<file path="src/inc/ppr_pkg.sv">
// Package for the peripheral pin remap block: widths, codes and offsets.
package ppr_pkg;

  // Geometry of the pin and source arrays.
  localparam int NUM_PINS      = 8;
  localparam int OUT_SEL_W     = 6;
  localparam int IN_SEL_W      = 7;
  localparam int PIN_IDX_W     = 3;
  localparam int NUM_OUT_SRC   = 18;
  localparam int NUM_IN_SRC    = 4;
  localparam int NUM_IN_PINS   = 128;

  // Register bus geometry.
  localparam int ADDR_W        = 4;
  localparam int DATA_W        = 16;

  // Register offsets (word index on the plain port).
  localparam logic [3:0] OFS_OUT_MAP0  = 4'h0;
  localparam logic [3:0] OFS_OUT_MAP1  = 4'h1;
  localparam logic [3:0] OFS_OUT_MAP2  = 4'h2;
  localparam logic [3:0] OFS_OUT_MAP3  = 4'h3;
  localparam logic [3:0] OFS_SPI2_SS   = 4'h4;
  localparam logic [3:0] OFS_CAN_RX    = 4'h5;
  localparam logic [3:0] OFS_PWM_SYNC  = 4'h6;

  // Field positions inside a register.
  localparam int OUT_LO_LSB    = 0;
  localparam int OUT_HI_LSB    = 8;
  localparam int IN_LOW_LSB    = 0;
  localparam int IN_HIGH_LSB   = 8;

  // Reset value of every select field.
  localparam logic [5:0] OUT_SEL_RST = 6'h00;
  localparam logic [6:0] IN_SEL_RST  = 7'h00;

  // Output select codes.
  localparam logic [5:0] OSEL_NULL     = 6'h00;
  localparam logic [5:0] OSEL_UART_ONE_TRANSMIT_OUT     = 6'h01;
  localparam logic [5:0] OSEL_UART_TWO_TRANSMIT_OUT     = 6'h03;
  localparam logic [5:0] OSEL_SPI_TWO_DATA_OUT     = 6'h08;
  localparam logic [5:0] OSEL_SPI_TWO_CLOCK_OUT     = 6'h09;
  localparam logic [5:0] OSEL_SS2      = 6'h0a;
  localparam logic [5:0] OSEL_CANTX    = 6'h0e;
  localparam logic [5:0] OSEL_OC1      = 6'h10;
  localparam logic [5:0] OSEL_OC2      = 6'h11;
  localparam logic [5:0] OSEL_OC3      = 6'h12;
  localparam logic [5:0] OSEL_OC4      = 6'h13;
  localparam logic [5:0] OSEL_COMPARATOR_ONE_SOURCE     = 6'h18;
  localparam logic [5:0] OSEL_CMP2     = 6'h19;
  localparam logic [5:0] OSEL_CMP3     = 6'h1a;
  localparam logic [5:0] OSEL_SYNCO    = 6'h2d;
  localparam logic [5:0] OSEL_QEICMP   = 6'h2f;
  localparam logic [5:0] OSEL_REFCLK   = 6'h31;
  localparam logic [5:0] OSEL_CMP4     = 6'h32;

  // Input select codes.
  localparam logic [6:0] ISEL_GROUND   = 7'h00;
  localparam logic [6:0] ISEL_COMPARATOR_ONE_SOURCE     = 7'h01;
  localparam logic [6:0] ISEL_PIN_LO   = 7'h02;
  localparam logic [6:0] ISEL_PIN_121  = 7'h79;

endpackage

</file>
<file path="src/rtl/ppr_out_mux.sv">
// Output source selector for one remappable pin.
`timescale 1ns/1ns
module ppr_out_mux (
  // Select field and variant straps.
  input  wire logic [5:0]  sel_i,
  input  wire logic        has_can_i,
  input  wire logic        has_motor_i,
  // Peripheral output sources.
  input  wire logic [17:0] src_i,
  // Pin drive.
  output logic             drive_o,
  output logic             active_o
);

  // Picks the source for the code; unknown codes give a null drive.
  always_comb begin
    drive_o  = 1'b0;
    active_o = 1'b1;
    case (sel_i)
      ppr_pkg::OSEL_UART_ONE_TRANSMIT_OUT:   drive_o = src_i[0];
      ppr_pkg::OSEL_UART_TWO_TRANSMIT_OUT:   drive_o = src_i[1];
      ppr_pkg::OSEL_SPI_TWO_DATA_OUT:   drive_o = src_i[2];
      ppr_pkg::OSEL_SPI_TWO_CLOCK_OUT:   drive_o = src_i[3];
      ppr_pkg::OSEL_SS2:    drive_o = src_i[4];
      ppr_pkg::OSEL_CANTX: begin
        drive_o  = src_i[5] & has_can_i;
        active_o = has_can_i;
      end
      ppr_pkg::OSEL_OC1:    drive_o = src_i[6];
      ppr_pkg::OSEL_OC2:    drive_o = src_i[7];
      ppr_pkg::OSEL_OC3:    drive_o = src_i[8];
      ppr_pkg::OSEL_OC4:    drive_o = src_i[9];
      ppr_pkg::OSEL_COMPARATOR_ONE_SOURCE:   drive_o = src_i[10];
      ppr_pkg::OSEL_CMP2:   drive_o = src_i[11];
      ppr_pkg::OSEL_CMP3:   drive_o = src_i[12];
      ppr_pkg::OSEL_CMP4:   drive_o = src_i[13];
      ppr_pkg::OSEL_SYNCO: begin
        drive_o  = src_i[14] & has_motor_i;
        active_o = has_motor_i;
      end
      ppr_pkg::OSEL_QEICMP: begin
        drive_o  = src_i[15] & has_motor_i;
        active_o = has_motor_i;
      end
      ppr_pkg::OSEL_REFCLK: drive_o = src_i[16];
      default: begin
        drive_o  = 1'b0;
        active_o = 1'b0;
      end
    endcase
  end

endmodule // ppr_out_mux

</file>
<file path="src/rtl/ppr_top.sv">
// Peripheral pin remap: output and input routing with a register port.
//
// Operation
// - Each remappable pin picks its own output source from its field.
// - Output map registers hold 6-bit fields, one per pin.
// - Code zero is the reset value and means null output.
// - Any mapping combination is allowed, no lockouts.
// - Codes 1 and 3 select UART one and two transmit.
// - Codes 8, 9, 10 select SPI two data, clock, slave select.
// - Code 14 selects CAN transmit, only on CAN variants.
// - Codes 16 to 19 select compare units one to four.
// - Codes 24 to 26 select comparators one to three; 50 comparator four.
// - Codes 45 and 47 select sync out and encoder compare on motor parts.
// - Code 49 selects the reference clock output.
// - SPI two select input field sits in bits 6 to 0.
// - CAN receive input field sits in bits 6 to 0 on CAN parts.
// - Input code 0 is ground, 1 comparator one, 121 input-only pin.
// - Unused bits read zero; fields read, write and reset to zero.
`timescale 1ns/1ns
module ppr_top (
  // Clock and reset.
  input  wire logic        clk_sys_i,
  input  wire logic        nrst_i,
  // Variant straps.
  input  wire logic        has_can_i,
  input  wire logic        has_motor_i,
  // Register port.
  input  wire logic [3:0]  reg_addr_i,
  input  wire logic [15:0] reg_wdata_i,
  input  wire logic        reg_wr_i,
  input  wire logic        reg_rd_i,
  output logic      [15:0] reg_rdata_o,
  // Peripheral outputs to be routed.
  input  wire logic        uart_one_transmit_out_i,
  input  wire logic        uart_two_transmit_out_i,
  input  wire logic        spi_two_data_out_i,
  input  wire logic        spi_two_clock_out_i,
  input  wire logic        spi_two_slave_select_out_i,
  input  wire logic        can_transmit_out_i,
  input  wire logic [3:0]  compare_unit_out_i,
  input  wire logic [3:0]  comparator_out_i,
  input  wire logic        pwm_timebase_sync_out_i,
  input  wire logic        encoder_counter_compare_out_i,
  input  wire logic        reference_clock_out_i,
  // Remappable pin side.
  input  wire logic [7:0]  port_default_i,
  input  wire logic [127:0] remappable_pin_i,
  output logic      [7:0]  remappable_pin_o,
  output logic      [7:0]  remappable_pin_mapped_o,
  // Routed peripheral inputs.
  output logic             spi_two_slave_select_in_o,
  output logic             can_receive_in_o,
  output logic             pwm_sync_in_o
);

  // All register state of the block.
  typedef struct packed {
    logic [7:0][5:0] pin_output_select_field;
    logic [6:0]      spi2_select_source_field;
    logic [6:0]      can_receive_source_field;
    logic [6:0]      pwm_sync_in_source_field;
    logic [15:0]     rdata;
  } ppr_state_t;

  ppr_state_t state;
  ppr_state_t next_state;

  logic [17:0] out_src;
  logic [7:0]  pin_drive;
  logic [7:0]  pin_active;

  // Resolves one 7-bit input select code to a level.
  function automatic logic ppr_in_pick(input logic [6:0]   sel,
                                       input logic [127:0] pins,
                                       input logic         comparator_one_source);
    logic v;
    v = 1'b0;
    if (sel == ppr_pkg::ISEL_GROUND) begin
      v = 1'b0;
    end else if (sel == ppr_pkg::ISEL_COMPARATOR_ONE_SOURCE) begin
      v = comparator_one_source;
    end else if (sel <= ppr_pkg::ISEL_PIN_121) begin
      v = pins[sel];
    end else begin
      v = 1'b0;
    end
    return v;
  endfunction

  // Gathers the routable peripheral outputs in code order, except comparator four (code 50), which sits right after comparator three.
  assign out_src = {1'b0,
                    reference_clock_out_i,
                    encoder_counter_compare_out_i,
                    pwm_timebase_sync_out_i,
                    comparator_out_i[3],
                    comparator_out_i[2:0],
                    compare_unit_out_i,
                    can_transmit_out_i,
                    spi_two_slave_select_out_i,
                    spi_two_clock_out_i,
                    spi_two_data_out_i,
                    uart_two_transmit_out_i,
                    uart_one_transmit_out_i};

  // One selector per pin; no pin looks at another pin's field.
  for (genvar p = 0; p < ppr_pkg::NUM_PINS; p++) begin : g_pin
    ppr_out_mux u_mux (
      .sel_i       (state.pin_output_select_field[p]),
      .has_can_i   (has_can_i),
      .has_motor_i (has_motor_i),
      .src_i       (out_src),
      .drive_o     (pin_drive[p]),
      .active_o    (pin_active[p])
    );
  end

  // Unmapped pins fall back to their default port function.
  always_comb begin
    for (int p = 0; p < ppr_pkg::NUM_PINS; p++) begin
      remappable_pin_o[p] = pin_active[p] ? pin_drive[p]
                                          : port_default_i[p];
    end
  end
  assign remappable_pin_mapped_o = pin_active;

  // Peripheral inputs are routed combinationally from the fields.
  assign spi_two_slave_select_in_o =
    ppr_in_pick(state.spi2_select_source_field, remappable_pin_i,
                comparator_out_i[0]);
  assign can_receive_in_o = has_can_i &
    ppr_in_pick(state.can_receive_source_field, remappable_pin_i,
                comparator_out_i[0]);
  assign pwm_sync_in_o = has_motor_i &
    ppr_in_pick(state.pwm_sync_in_source_field, remappable_pin_i,
                comparator_out_i[0]);

  // Register writes and read data for the next cycle.
  always_comb begin
    next_state = state;
    next_state.rdata = 16'h0000;
    if (reg_wr_i) begin
      case (reg_addr_i)
        ppr_pkg::OFS_OUT_MAP0: begin
          next_state.pin_output_select_field[0] =
            reg_wdata_i[ppr_pkg::OUT_LO_LSB +: ppr_pkg::OUT_SEL_W];
          next_state.pin_output_select_field[1] =
            reg_wdata_i[ppr_pkg::OUT_HI_LSB +: ppr_pkg::OUT_SEL_W];
        end
        ppr_pkg::OFS_OUT_MAP1: begin
          next_state.pin_output_select_field[2] =
            reg_wdata_i[ppr_pkg::OUT_LO_LSB +: ppr_pkg::OUT_SEL_W];
          next_state.pin_output_select_field[3] =
            reg_wdata_i[ppr_pkg::OUT_HI_LSB +: ppr_pkg::OUT_SEL_W];
        end
        ppr_pkg::OFS_OUT_MAP2: begin
          next_state.pin_output_select_field[4] =
            reg_wdata_i[ppr_pkg::OUT_LO_LSB +: ppr_pkg::OUT_SEL_W];
          next_state.pin_output_select_field[5] =
            reg_wdata_i[ppr_pkg::OUT_HI_LSB +: ppr_pkg::OUT_SEL_W];
        end
        ppr_pkg::OFS_OUT_MAP3: begin
          next_state.pin_output_select_field[6] =
            reg_wdata_i[ppr_pkg::OUT_LO_LSB +: ppr_pkg::OUT_SEL_W];
          next_state.pin_output_select_field[7] =
            reg_wdata_i[ppr_pkg::OUT_HI_LSB +: ppr_pkg::OUT_SEL_W];
        end
        ppr_pkg::OFS_SPI2_SS: begin
          next_state.spi2_select_source_field =
            reg_wdata_i[ppr_pkg::IN_LOW_LSB +: ppr_pkg::IN_SEL_W];
        end
        ppr_pkg::OFS_CAN_RX: begin
          next_state.can_receive_source_field =
            reg_wdata_i[ppr_pkg::IN_LOW_LSB +: ppr_pkg::IN_SEL_W];
        end
        ppr_pkg::OFS_PWM_SYNC: begin
          next_state.pwm_sync_in_source_field =
            reg_wdata_i[ppr_pkg::IN_HIGH_LSB +: ppr_pkg::IN_SEL_W];
        end
        default: begin
          next_state.rdata = 16'h0000;
        end
      endcase
    end
    if (reg_rd_i) begin
      case (reg_addr_i)
        ppr_pkg::OFS_OUT_MAP0: begin
          next_state.rdata = {2'h0, state.pin_output_select_field[1],
                              2'h0, state.pin_output_select_field[0]};
        end
        ppr_pkg::OFS_OUT_MAP1: begin
          next_state.rdata = {2'h0, state.pin_output_select_field[3],
                              2'h0, state.pin_output_select_field[2]};
        end
        ppr_pkg::OFS_OUT_MAP2: begin
          next_state.rdata = {2'h0, state.pin_output_select_field[5],
                              2'h0, state.pin_output_select_field[4]};
        end
        ppr_pkg::OFS_OUT_MAP3: begin
          next_state.rdata = {2'h0, state.pin_output_select_field[7],
                              2'h0, state.pin_output_select_field[6]};
        end
        ppr_pkg::OFS_SPI2_SS: begin
          next_state.rdata = {9'h000, state.spi2_select_source_field};
        end
        ppr_pkg::OFS_CAN_RX: begin
          next_state.rdata = {9'h000, state.can_receive_source_field};
        end
        ppr_pkg::OFS_PWM_SYNC: begin
          next_state.rdata = {1'b0, state.pwm_sync_in_source_field,
                              8'h00};
        end
        default: begin
          next_state.rdata = 16'h0000;
        end
      endcase
    end
  end

  // Registers the state; reset clears every select field to null.
  always_ff @(posedge clk_sys_i or negedge nrst_i) begin
    if (!nrst_i) begin
      state.pin_output_select_field  <= {8{ppr_pkg::OUT_SEL_RST}};
      state.spi2_select_source_field <= ppr_pkg::IN_SEL_RST;
      state.can_receive_source_field <= ppr_pkg::IN_SEL_RST;
      state.pwm_sync_in_source_field <= ppr_pkg::IN_SEL_RST;
      state.rdata                    <= 16'h0000;
    end else begin
      state <= next_state;
    end
  end

  assign reg_rdata_o = state.rdata;

endmodule // ppr_top

</file>
<file path="config.mk">
export PLATFORM = sky130hd
export DESIGN_NAME = ppr_top
export DESIGN_NICKNAME = d
export VERILOG_FILES = /design/src/inc/ppr_pkg.sv /design/src/rtl/ppr_out_mux.sv /design/src/rtl/ppr_top.sv
export SDC_FILE = /design/constraint.sdc
export NUM_CORES = 1
export LEC_CHECK = 0
export ABC_CLOCK_PERIOD_IN_PS = 2940
export BUFFER_PORTS_ARGS = -buffer_cell sky130_fd_sc_hd__buf_2
export CAP_MARGIN = 20
export CORE_ASPECT_RATIO = 0.6
export CORE_MARGIN = 2
export CORE_UTILIZATION = 35
export CTS_CLUSTER_SIZE = 24
export DETAILED_ROUTE_END_ITERATION = 8
export PLACE_DENSITY = 0.68
export SYNTH_ARGS = -nofsm -noshare
export SYNTH_HDL_FRONTEND = slang
export SYNTH_HIERARCHICAL = 1
export SYNTH_SLANG_ARGS = --single-unit
</file>
<file path="constraint.sdc">
create_clock -name clk_sys_i -period 2.94 [get_ports clk_sys_i]
set_input_delay 0.441 -clock clk_sys_i [delete_from_list [all_inputs] [get_ports clk_sys_i]]
set_output_delay 0.441 -clock clk_sys_i [all_outputs]
set_load 0.1 [all_outputs]
</file>
## Word-level counts from Yosys, hierarchy flattened

Index checks and enable logic that the tools add are counted.

- Output and inout port bits: 35
- Input bits: 179
- Flip-flop bits (word level): 85

- Bitwise gates (word level): 5
- Order comparisons: 6
- Equality and inequality tests: 145
- Reduce and logical (&&, ||, !) cells: 27
- Multiplexer cells: 41

Operator list:

| cell | count |
|---|---|
| 6-bit by 5-bit equality test with 1-bit output, second input constant | 56 |
| 6-bit by 4-bit equality test with 1-bit output, second input constant | 32 |
| 6-bit equality test, second input constant | 32 |
| 1-bit one-hot mux with 17 select lines | 8 |
| 14-bit OR reduction | 8 |
| 15-bit one-hot mux with 7 select lines | 1 |
| 6-bit by 1-bit equality test with 1-bit output, second input constant | 8 |
| 6-bit by 2-bit equality test with 1-bit output, second input constant | 8 |
| 7-bit by 8-bit less-than comparator with 1-bit output, second input constant | 3 |
| 1-bit one-hot mux with 3 select lines | 8 |
| 1-bit binary-select mux with 7-bit select | 3 |
| 7-bit by 1-bit equality test with 1-bit output, second input constant | 3 |
| 7-bit less-or-equal comparator, second input constant | 3 |
| 7-bit logical NOT | 3 |
| 1-bit 2-to-1 mux | 20 |
| 2-bit OR reduction | 8 |
| 15-bit 2-to-1 mux | 1 |
| 2-bit AND reduction | 7 |
| 4-bit by 3-bit equality test with 1-bit output, second input constant | 3 |
| 4-bit by 2-bit equality test with 1-bit output, second input constant | 2 |
| 1-bit AND | 5 |
| 4-bit by 1-bit equality test with 1-bit output, second input constant | 1 |
| 4-bit logical NOT | 1 |

## Longest topological paths before layout

- Word-level depth: 6
- Gate-level depth with buffers: 10
- Gate-level depth less buffers: 6

## By module

Netlist, hierarchy kept.

By module, submodules not included:

| module | cells an instance | area each (sq um) | times used |
|---|---|---|---|
| ppr_top | 557 | 7085.5 | 1 |
| ppr_out_mux | 46 | 325.3 | 8 |

## Worst setup path before layout

No wires, ideal clock.

- Kind: flip-flop to output port
- Start: register state[30] (netlist bit)
- End: output spi_two_slave_select_in_o
- Arrival: 3.917 ns
- Cell stages (with the launch flop): 10
- Slack: -1.418 ns
- Cell sequence: dfrtp_1 -> buf_6 -> buf_12 -> buf_4 -> buf_2 -> a211oi_1 -> nor3_1 -> a211oi_1 -> o311a_1 -> a211oi_1

- Word-level cells in the longest chain between the ends: 5
- Elaborated cells between the ends (all ways): 8
- Those cells by class: order compare (1); eq/ne (1); mux (5); reduce/logical (1)

Ends and longest elaborated chain:

| element | RTL line | text |
|---|---|---|
| start, declared | ppr_top.sv:65 | `ppr_state_t state;` |
| start signal, assigned | ppr_top.sv:228 | `state <= next_state;` |
| 1-bit binary-select mux with 7-bit select | ppr_top.sv:83 | `v = pins[sel];` |
| 1-bit 2-to-1 mux (implied by the code) | ppr_top.sv:83 |  |
| 1-bit 2-to-1 mux | ppr_top.sv:82 | `end else if (sel <= ppr_pkg::ISEL_PIN_121) begin` |
| 1-bit 2-to-1 mux | ppr_top.sv:80 | `end else if (sel == ppr_pkg::ISEL_COMPARATOR_ONE_SOURCE) begin` |
| 1-bit 2-to-1 mux (*) | ppr_top.sv:78 | `if (sel == ppr_pkg::ISEL_GROUND) begin` |
| end, declared | ppr_top.sv:51 | `output logic spi_two_slave_select_in_o,` |

Mark *: on every way between the ends. The rest lies on a longest branch, timed or not. The select of a mux whose other input is x is not followed.

## Final worst setup path

Same ends and word-level chain as after synthesis.

==> flow_summary.yaml <==
status:
  outcome: "finished, violations left"
  violations_in_the_final_reports: "negative setup slack"
clocking:
  htreeDepth: 3
  cts_tree: "done"
  cts-root-buf: "sky130_fd_sc_hd__clkbuf_16"
  clock-sinks: 83
  clock_insertion_delay_worst_skew_ps: 340
  cts.clk_slew.worst_paths_ps: 60
  tritoncts.num_buffers: 9
  cts_hold_buf: 0
  max-clock-path-buffers: 2
die:
  die_width_um: 218.8
  core_region_area_um2: 27400
  start_util_pct: 35.35
  die_area_um2: 29070
  floorplan.rows: 47
  die_height_um: 132.9
  design.portCount: 214
placement:
  routabilityCongestion: 0.9531
  place_area_um2: 11320
  dp_hpwl_um: 27770
  placed_cells: 1487
  buffer_ports.inserted: 209
global_routing:
  via_count_of_the_first_global_routing_pass: 9113
  grt_first_pass_wirelength_um: 54980
  grt_max_degree: 57
  initial_antenna_violation_count: 12
  gr-total-overflow: 0
  grt_util_all_layers_pct: 24.57
synth:
  synth_area_um2: 9688
  synthesis.area_per_instance_um2: 10.47
  ys_seq_elements: 83
  synth_ff_type: "sky130_fd_sc_hd__dfrtp_1"
  synth-async-reset-ratio_pct: 100.0
  yosysUniqueCellTypes: 64
  synth-edff-count: 0
  yosysWarningCount: 6
  synth_fa_ha_area_share_pct: 0
  netlist_instances: 925
  seq_area_frac_synth_pct: 21.44
  synthSimpleGateAreaFrac_pct: 18.39
  synth_compound_area_share_pct: 17.29
  synth_top_family_by_area: "multiplexers"
  post_synth_mux_area_share_pct: 36.27
  yosys.area_share.xor_xnor_pct: 0
routing:
  drtPass1Iterations: 5
  drt_wl_total_um: 36010
  detailedRoute.firstIterationViolations: 1484
  routed_wire_length_per_instance_um: 23.74
  drt_drc_violations_left: 0
  final_antenna_net_count: 0
  via_count: 9617
  via_per_inst: 6.339
critical_path:
  worst_setup_path_end_kind: "primary output"
  path_delay_family: "multiplexers"
  setup.worst_path.class: "reg2out"
  setup.worst_path.end: "spi_two_slave_select_in_o"
  number_of_cells_traversed_by_the_worst_register_to_register_path: 3
  data_arrival_critical_path_ps: 2760
  worst-path-stages: 8
  timing.critical_path.required_ps: 2500
  worstReg2RegStart: "state[17]$_DFFE_PN0P_"
  critical_path.startpoint: "state[30]$_DFFE_PN0P_"
  r2r_end: "reg_rdata_o[9]$_DFF_PN0_"
  ff2ff_setup_slack_ps: 1450
  startpoint_types: "flip-flop"
  crit_buf_inv: 2
  crit_chain: "buf_12 > mux4_1 > mux4_2 > mux2i_2 > nor2_1 > a311oi_2 > a211oi_2 > buf_6"
  critical_path.max_stage_delay_ps: 540
  worst_path_max_delay_cell: "sky130_fd_sc_hd__mux4_1"
  critical_path.max_fanout: 11
finish:
  syn2layout_area_growth_pct: 22.20
  finalCoreUtilization_pct: 43.20
  layout.nets: 1317
  post_route_cells_drive_above_1_share_pct: 47.55
  layout.cells.non_filler: 1517
  final_cell_area_um2: 11840
power_and_ir_drop:
  clock_power_share_pct: 13.8
  power.switching_fraction_pct: 47.08
  net-switching-power_mw: 3.711
  power_per_cell_area_nw_per_um2: 665.8
  power_mw: 7.883
  leakagePower_nw: 4.677
  maximum_vdd_drop_mv: 0.4930
  logic_pwr_share_pct: 60.5
  share_of_total_power_in_sequential_cells_pct: 25.8
  cell_internal_power_dissipation_mw: 4.171
timing:
  fin_worst_skew_ps: 5.024
  layout_min_cycle_time_ps: 3204
  max_freq_ghz: 0.3121
  tightestPinTransition_ps: 734.7
  max-slew-margin-rel_pct: 51.02
  hold_viol_final: 0
  rsz_0062_raised_after_global_routing: "true"
  setup_viol: 3
  setup_slack_ps: -263.6
  fin_hold_ws_ps: 149.0
  report.final.slew_viol_count: 0
  final.period_utilization_pct: 109.0
run:
  max_cap_viol_count: 0
hold_path:
  worst_hold_path_type: "in2async"
[cells in the mapped netlist (all sizes together) (24+ instances only)]
master  instances  share of area [%]
clkbuf         24               0.93
mux4           98                 23
a22oi          27                2.1
mux2           94                 11
dfrtp          83                 21
buf            67                5.3
o22ai          24                2.1
nand2          83                3.2
a21oi          40                2.1
nand2b         26                1.7
nor2           41                1.6
o21ai          34                1.8
nor3           37                1.9
[placed cells by master (no fill, tap or decap), types with 25 or more instances in the layout]
cell type                  netlist  routed
sky130_fd_sc_hd__a21oi_1        40      40
sky130_fd_sc_hd__a22oi_1        27      25
sky130_fd_sc_hd__buf_2          12     202
sky130_fd_sc_hd__buf_4          36      71
sky130_fd_sc_hd__dfrtp_1        83      74
sky130_fd_sc_hd__mux2_2         81      80
sky130_fd_sc_hd__mux4_2         80      84
sky130_fd_sc_hd__nand2_1        83      82
sky130_fd_sc_hd__nand2b_1       26      26
sky130_fd_sc_hd__nor2_1         41      41
sky130_fd_sc_hd__nor3_1         37      35
[power groups by stage]
stage	clock, mW	sequential [mW]	combinational (mW)
finish	1.08	2.03	4.77
global route	1.15	2.08	5.03
CTS	1.10	1.99	4.60
detailed placement	0	2.03	4.46
global placement	0	2.01	4.41
floorplan	0	1.65	3.57
[registers in the layout, indices dropped and copies added, names as in the netlist]
signal / count
reg_rdata_o: 14
state: 69
[worst min path at each step]
stage	from	end	slack (ps)	depth (start not counted)
after detailed placement	nrst_i	reg_rdata_o[12]$_DFF_PN0_	540	1
final	nrst_i	reg_rdata_o[13]$_DFF_PN0_	150	1
after CTS	nrst_i	reg_rdata_o[12]$_DFF_PN0_	170	1
after global routing	nrst_i	reg_rdata_o[13]$_DFF_PN0_	200	1
after global placement	nrst_i	reg_rdata_o[12]$_DFF_PN0_	530	1
after floorplan	nrst_i	reg_rdata_o[0]$_DFF_PN0_	150	0
[stage by stage]
step                setup WS [ps]  setup TNS [ps]
floorplan                  -462.0          -462.0
finish                     -263.6          -672.2
global placement           -203.6          -237.7
CTS                        -282.2          -685.0
global route               -315.4          -834.5
detailed placement         -198.5          -238.6
[logic make-up after synthesis]
family / after synthesis
simple gates: 305
other cells: 1
buf+inv: 101
flops: 83
compound gates: 225
mux: 210
[cell type report]
type / instances / area (um2)
Antenna cell: 8 / 20.02
Clock buffer: 13 / 240.2
Clock inverter: 2 / 38.79
Fill cell: 2649 / 15560
Inverter: 10 / 37.54
Multi-Input combinational cell: 742 / 7114
Sequential cell: 83 / 2088
Tap cell: 367 / 459.2
Timing Repair Buffer: 292 / 1841
[routing by layer]
layer | global-route usage (%) | vias to the layer above | part of all wire, %
met2 | 33.90 | 623 | 42
met4 | 4.317 | 4 | 1.5
li1 | - | 4172 | -
met3 | 10.00 | 54 | 14
met5 | 0 | - | 0.075
met1 | 36.13 | 4764 | 43
[what timing repair did]
item / CTS / global route
setup buffers: 3 / 4
pin swaps: 1 / 3
gates resized for setup: 20 / 28
endpoints found under the setup margin: 3 / 8
Note: power is estimated with default switching activity, not from simulation.
